==> config.mk <==
export PLATFORM = sky130hd
export DESIGN_NAME = acotr_regs
export DESIGN_NICKNAME = d
export VERILOG_FILES = /design/src/hw/acotr_pkg.sv /design/src/hw/acotr_regs.sv
export SDC_FILE = /design/constraint.sdc
export NUM_CORES = 1
export LEC_CHECK = 0
export BUFFER_PORTS_ARGS = -buffer_cell sky130_fd_sc_hd__buf_2
export CORE_ASPECT_RATIO = 1.1
export CORE_MARGIN = 8
export CORE_UTILIZATION = 52
export CTS_CLUSTER_DIAMETER = 50
export DETAILED_ROUTE_END_ITERATION = 12
export GPL_TIMING_DRIVEN = 0
export PLACE_DENSITY = 0.85
export SKIP_CTS_REPAIR_TIMING = 1
export SYNTH_ARGS = -nofsm -noshare
export SYNTH_HDL_FRONTEND = slang
export SYNTH_SLANG_ARGS = --single-unit
==> constraint.sdc <==
create_clock -name mclk -period 4.4 [get_ports mclk]
set_input_delay 0 -clock mclk [delete_from_list [all_inputs] [get_ports mclk]]
set_output_delay 0 -clock mclk [all_outputs]
set_load 0.005 [all_outputs]
==> src/hw/acotr_pkg.sv <==
/*
  Holds the register map, field layout, reset values and the carrier
  types of the converter-core offset trim register bank.
  Assumes a plain register port with 16-bit data and 12-bit addresses.
*/
package acotr_pkg;

  localparam int ADDR_W = 12;
  localparam int DATA_W = 16;
  localparam int TRIM_W = 12;
  localparam int NUM_TRIM = 5;

  localparam logic [11:0] CORE0_OFFSET_TRIM_ADDR = 12'h330;
  localparam logic [11:0] CORE1_OFFSET_TRIM_ADDR = 12'h332;
  localparam logic [11:0] CORE2_INPUT_A_OFFSET_TRIM_ADDR = 12'h334;
  localparam logic [11:0] CORE2_INPUT_B_OFFSET_TRIM_ADDR = 12'h336;
  localparam logic [11:0] CORE3_INPUT_C_OFFSET_TRIM_ADDR = 12'h338;
  // Own status register: bit 0 access allowed, bit 1 sticky access refused, cleared by writing 1 to it
  localparam logic [11:0] TRIM_ACCESS_STATUS_ADDR = 12'h33e;

  localparam int TRIM_LSB = 0;
  localparam int TRIM_MSB = 11;
  localparam logic [15:0] TRIM_RESET = 16'h0000;
  localparam logic [15:0] UNMAPPED_READ = 16'h0000;

  // Index of each trim inside the store
  localparam logic [2:0] IDX_CORE0 = 3'h0;
  localparam logic [2:0] IDX_CORE1 = 3'h1;
  localparam logic [2:0] IDX_CORE2_A = 3'h2;
  localparam logic [2:0] IDX_CORE2_B = 3'h3;
  localparam logic [2:0] IDX_CORE3_C = 3'h4;

  typedef struct packed {
    logic offset_calibration_enable;
    logic background_calibration_enable;
    logic background_offset_tracking_enable;
    logic foreground_calibration_done;
    logic offset_calibration_busy;
  } acotr_cal_t;

  typedef struct packed {
    logic [TRIM_W-1:0] core0;
    logic [TRIM_W-1:0] core1;
    logic [TRIM_W-1:0] core2;
    logic [TRIM_W-1:0] core3;
  } acotr_trim_out_t;

  typedef enum logic [1:0] {
    ACOTR_IN_FIRST = 2'b00,
    ACOTR_IN_SECOND = 2'b01,
    ACOTR_IN_THIRD = 2'b11,
    ACOTR_IN_FOURTH = 2'b10
  } acotr_input_t;

endpackage

==> src/hw/acotr_regs.sv <==
/*
  Offset trim register bank for the converter cores: five 12-bit trims,
  fuse defaults, calibration-state access gating, per-core trim selection.
  Assumes the fuse store output is stable while fuse_load is high, and that
  calibration state comes from logic on mclk.
*/
`timescale 1ns/1ps
`default_nettype none
module acotr_regs (
  input wire logic mclk,
  input wire logic reset_n,
  input wire logic [11:0] reg_addr,
  input wire logic [15:0] reg_wdata,
  input wire logic reg_write,
  input wire logic reg_read,
  output logic [15:0] reg_rdata,
  input wire logic fuse_load,
  input wire logic [59:0] fuse_trim,
  input wire acotr_pkg::acotr_cal_t cal_state,
  input wire acotr_pkg::acotr_input_t core2_input,
  input wire acotr_pkg::acotr_input_t core3_input,
  output acotr_pkg::acotr_trim_out_t trim_out,
  output logic core3_trim_valid,
  output logic access_allowed,
  output logic access_refused
);

  // ************************************************************
  // Reset release
  // ************************************************************
  logic rst_meta_n;
  logic rst_n;

  always_ff @(posedge mclk or negedge reset_n) begin
    if (!reset_n) begin
      rst_meta_n <= 1'b0;
      rst_n <= 1'b0;
    end else begin
      rst_meta_n <= 1'b1;
      rst_n <= rst_meta_n;
    end
  end

  // ************************************************************
  // Decode and access gate
  // ************************************************************
  function automatic logic [3:0] acotr_decode(input logic [11:0] a);
    logic [3:0] r;
    r = 4'hf;
    unique case (a)
      acotr_pkg::CORE0_OFFSET_TRIM_ADDR: r = {1'b0, acotr_pkg::IDX_CORE0};
      acotr_pkg::CORE1_OFFSET_TRIM_ADDR: r = {1'b0, acotr_pkg::IDX_CORE1};
      acotr_pkg::CORE2_INPUT_A_OFFSET_TRIM_ADDR: r = {1'b0, acotr_pkg::IDX_CORE2_A};
      acotr_pkg::CORE2_INPUT_B_OFFSET_TRIM_ADDR: r = {1'b0, acotr_pkg::IDX_CORE2_B};
      acotr_pkg::CORE3_INPUT_C_OFFSET_TRIM_ADDR: r = {1'b0, acotr_pkg::IDX_CORE3_C};
      default: r = 4'hf;
    endcase
    return r;
  endfunction

  wire logic [3:0] sel = acotr_decode(reg_addr);
  wire logic hit_trim = !sel[3];
  wire logic hit_status = (reg_addr == acotr_pkg::TRIM_ACCESS_STATUS_ADDR);

  wire logic gate_busy = cal_state.offset_calibration_busy;
  wire logic gate_bg = cal_state.background_calibration_enable
                     && cal_state.background_offset_tracking_enable;
  wire logic gate_fg = cal_state.offset_calibration_enable && !gate_bg
                     && !cal_state.foreground_calibration_done;
  wire logic allowed = !(gate_busy || gate_bg || gate_fg);

  // Refused accesses are dropped so a running calibration is never corrupted
  wire logic do_write = reg_write && hit_trim && allowed;
  wire logic refuse = (reg_write || reg_read) && hit_trim && !allowed;

  // ************************************************************
  // Trim store
  // ************************************************************
  logic [acotr_pkg::TRIM_W-1:0] trim [acotr_pkg::NUM_TRIM];
  logic refused_flag;
  logic [15:0] rdata;

  // Reserved bits are not stored, so they read back zero
  wire logic [11:0] wr_trim = reg_wdata[acotr_pkg::TRIM_MSB:acotr_pkg::TRIM_LSB];

  always_ff @(posedge mclk or negedge rst_n) begin
    if (!rst_n) begin
      for (int i = 0; i < acotr_pkg::NUM_TRIM; i++) begin
        trim[i] <= acotr_pkg::TRIM_RESET[11:0];
      end
    end else if (fuse_load) begin
      for (int i = 0; i < acotr_pkg::NUM_TRIM; i++) begin
        trim[i] <= fuse_trim[i*12 +: 12];
      end
    end else if (do_write) begin
      trim[sel[2:0]] <= wr_trim;
    end
  end

  always_ff @(posedge mclk or negedge rst_n) begin
    if (!rst_n) begin
      refused_flag <= 1'b0;
    end else if (refuse) begin
      refused_flag <= 1'b1;
    end else if (reg_write && hit_status && reg_wdata[1]) begin
      refused_flag <= 1'b0;
    end
  end

  // ************************************************************
  // Read path
  // ************************************************************
  wire logic [15:0] trim_word = {4'h0, trim[sel[2:0]]};
  wire logic [15:0] status_word = {14'h0, refused_flag, allowed};
  wire logic [15:0] next_rdata = !reg_read ? 16'h0000 :
                                 (hit_trim && allowed) ? trim_word :
                                 hit_status ? status_word :
                                 acotr_pkg::UNMAPPED_READ;

  always_ff @(posedge mclk or negedge rst_n) begin
    if (!rst_n) begin
      rdata <= 16'h0000;
    end else begin
      rdata <= next_rdata;
    end
  end

  assign reg_rdata = rdata;
  assign access_allowed = allowed;
  assign access_refused = refused_flag;

  // ************************************************************
  // Trim application to the cores
  // ************************************************************
  // Unsigned trim outputs
  acotr_pkg::acotr_trim_out_t next_trim_out;
  acotr_pkg::acotr_trim_out_t trim_q;
  logic core3_valid_q;

  wire logic [11:0] core2_sel = (core2_input == acotr_pkg::ACOTR_IN_SECOND)
                              ? trim[acotr_pkg::IDX_CORE2_B] : trim[acotr_pkg::IDX_CORE2_A];
  // Core 3 third input pair only
  wire logic core3_c = (core3_input == acotr_pkg::ACOTR_IN_THIRD);
  // Core 2 drives only its selected input trim; core 3 outputs zero off its third input
  assign next_trim_out = '{core0: trim[acotr_pkg::IDX_CORE0],
                           core1: trim[acotr_pkg::IDX_CORE1],
                           core2: core2_sel,
                           core3: core3_c ? trim[acotr_pkg::IDX_CORE3_C] : 12'h000};

  always_ff @(posedge mclk or negedge rst_n) begin
    if (!rst_n) begin
      trim_q <= '0;
      core3_valid_q <= 1'b0;
    end else begin
      trim_q <= next_trim_out;
      core3_valid_q <= core3_c;
    end
  end

  assign trim_out = trim_q;
  assign core3_trim_valid = core3_valid_q;

endmodule
`default_nettype wire

==> impl_metrics.json <==
{
  "cp.required_ns": 4.70,
  "routabilityCongestion": 0.908,
  "post_synth.cell_area_avg_sq_um": 10.4,
  "syn_inst": 569,
  "cts_root_buffer": "clkbuf_16",
  "cts.clk_slew.worst_paths_ns": 0.07,
  "dieArea_sq_um": 15100,
  "setup_viol": 0,
  "seq_area_frac_synth_pct": 52.2,
  "ir_drop_mv": 0.289,
  "dieHeight_microns": 128,
  "r2r-start": "next_trim_out[25]",
  "synth_async_sr_flop_share_pct": 100,
  "synth_cell_types": 44,
  "grt_pass1_vias": 5909,
  "drive_gt1_share_pct": 27.8,
  "fin_crit_ns": 1.62,
  "core_sq_um": 11300,
  "outcome": "finished, violations left",
  "final_common_cell": "buf_2",
  "synth_area_sq_um": 5940,
  "cts_tree": "done",
  "critical-path-top-delay-family": "buffers and inverters",
  "period_share_pct": 36.9,
  "wirelength_microns": 21200,
  "clock-sinks": 124,
  "synth-edff-count": 0,
  "rsz0062_at_grt": "no",
  "crit_buf_inv": 3,
  "cp-start-kind": "input pin",
  "cts_buffers": 17,
  "maxSlewViolCount": 0,
  "slew_headroom_pct": 50.3,
  "drc": 0,
  "design_area_sq_um": 8250,
  "min_path_type": "in -> reg",
  "crit_arrival_ns": 1.92,
  "layout_common_cells": "buf_2, dfrtp_1, dlygate4sd3_1",
  "vias": 5891,
  "num_io_pins": 169,
  "place_area_sq_um": 6960,
  "pre_cts_ws_ns": 2.74,
  "endpoint_kind": "register",
  "finish.utilization_pct": 73.1,
  "yosysWarnings": 0,
  "worstSkewPairLatency_ns": 0.43,
  "fin_skew_ns": 0.00973,
  "pwr_density_cell_nw_per_um2": 376,
  "cts_htree_levels": 4,
  "hpwlAfterDp_microns": 14600,
  "p_leak_nw": 3.52,
  "ys_ff_latch": 124,
  "min_from": "reg_wdata[9]",
  "post_drt_wl_per_cell_microns": 21.5,
  "grtUsageTotal_pct": 26.5,
  "fin_ws_ns": 2.78,
  "tns_ns": 0,
  "antenna_found_initial": 1,
  "hold_violations": 2,
  "startpoint": "core2_input[1]",
  "die_w_microns": 118,
  "criticalPathCategory": "in -> reg",
  "ys.flop_type": "dfrtp_1",
  "grt_overflow": 0,
  "drtIter0Drc": 604,
  "cap_violations": 0,
  "tightest_slew_ns": 0.746,
  "finalNetCount": 921,
  "final.fill_count": 790,
  "critPathSlowestCell": "clkbuf_1",
  "max_freq_mhz": 616,
  "grt_pass1_wl_microns": 31400,
  "crit_chain": "dlygate4sd3_1 -> buf_2 -> nor2b_1 -> clkbuf_1 -> mux2_2",
  "whs_ns": -0.00623,
  "drtPass1Iterations": 7,
  "start_util_pct": 52.7,
  "port_buffers": 158,
  "grt_start_max_net_pins": 77,
  "violations": "hold timing",
  "rows": 41,
  "postRouteAntennaNets": 0,
  "path_max_fanout": 10,
  "slowest_delay_ns": 0.61,
  "area_growth_pct": 38.7,
  "clockBufferDepth": 2,
  "via_per_inst": 5.99
}
-- area by class of cell --
class,count,area (sq um),share of cell area (%)
antenna,1,2.50,0.0303
buffer,65,314,3.81
clock buffer,17,425,5.16
clock inverter,15,163,1.97
inverter,2,7.51,0.0910
multi-input combinational,381,2530,30.7
sequential,124,3110,37.7
tap,150,188,2.28
timing repair buffer,228,1510,18.3
-- power breakdown --
part           internal, W  leakage [nW]  switching, W
sequential         0.00123          1.45     0.0000706
clock             0.000842         0.281      0.000562
combinational     0.000193          1.79      0.000205
-- synth_stat cells, drive strengths merged (3+ instances only) --
cell type    n  area [sq um]
nand3       11          55.1
nor2        14          52.6
mux2        13           146
nor3         3          15.0
o22ai       10          62.6
a21oi       63           319
clkbuf      41           154
o2111a      10           113
buf         24           160
nor2b       61           382
o21ai       35           175
a41oi       60           526
and3        13          81.3
dfrtp      124          3100
nand2       19          71.3
o31ai       37           278
-- registers in the layout (all words and copies together), names as in the netlist --
name and count:
core3_trim_valid 1, rst_meta_n 1, next_trim_out 24, trim_out 48, access_refused 1, rst_n 1
trim 36, reg_rdata 12
-- logic make-up after synthesis --
kind of cell           share of synthesized area (%)
AOI/OAI and AO/OA                               25.6
buffers and inverters                           5.41
DFF                                             52.2
muxes                                           2.63
other                                          0.126
and+or+nand+nor                                 14.0
-- metrics by stage --
step / hold slack [ns] / std cells / power (W)
2_1_floorplan: -0.296 / 572 / 0.00148
3_3_place_gp: -0.215 / 880 / 0.00164
3_5_place_dp: -0.211 / 881 / 0.00165
4_1_cts: -0.655 / 913 / 0.00305
5_1_grt: -0.000538 / 983 / 0.00321
6_report: -0.00623 / 983 / 0.00310
-- worst min-delay path, cell delays in order --
cell and delay [ns]:
buf_2 0.15, a41oi_1 0.15, a21oi_1 0.08
-- layer usage --
metal	global-route usage, %	part of all wire, %
met5	0	0
met3	9.25	9.6
met4	13.2	3.0
met1	30.0	37
met2	44.1	50
-- final timing paths --
| path | to | slack, ns | depth (start not counted) |
|---|---|---|---|
| worst max-delay path | trim_out[22] | 2.78 | 5 |
| max in group asynchronous | access_refused | 3.24 | 1 |
| min in group asynchronous | trim[20] | 0.36 | 0 |
| worst max register to register | reg_rdata[1] | 3.01 | 4 |
| worst min-delay path | trim[21] | -0.006 | 3 |
| worst min register to register | trim[20] | 0.36 | 0 |
Power figures use the tool's default switching activity.
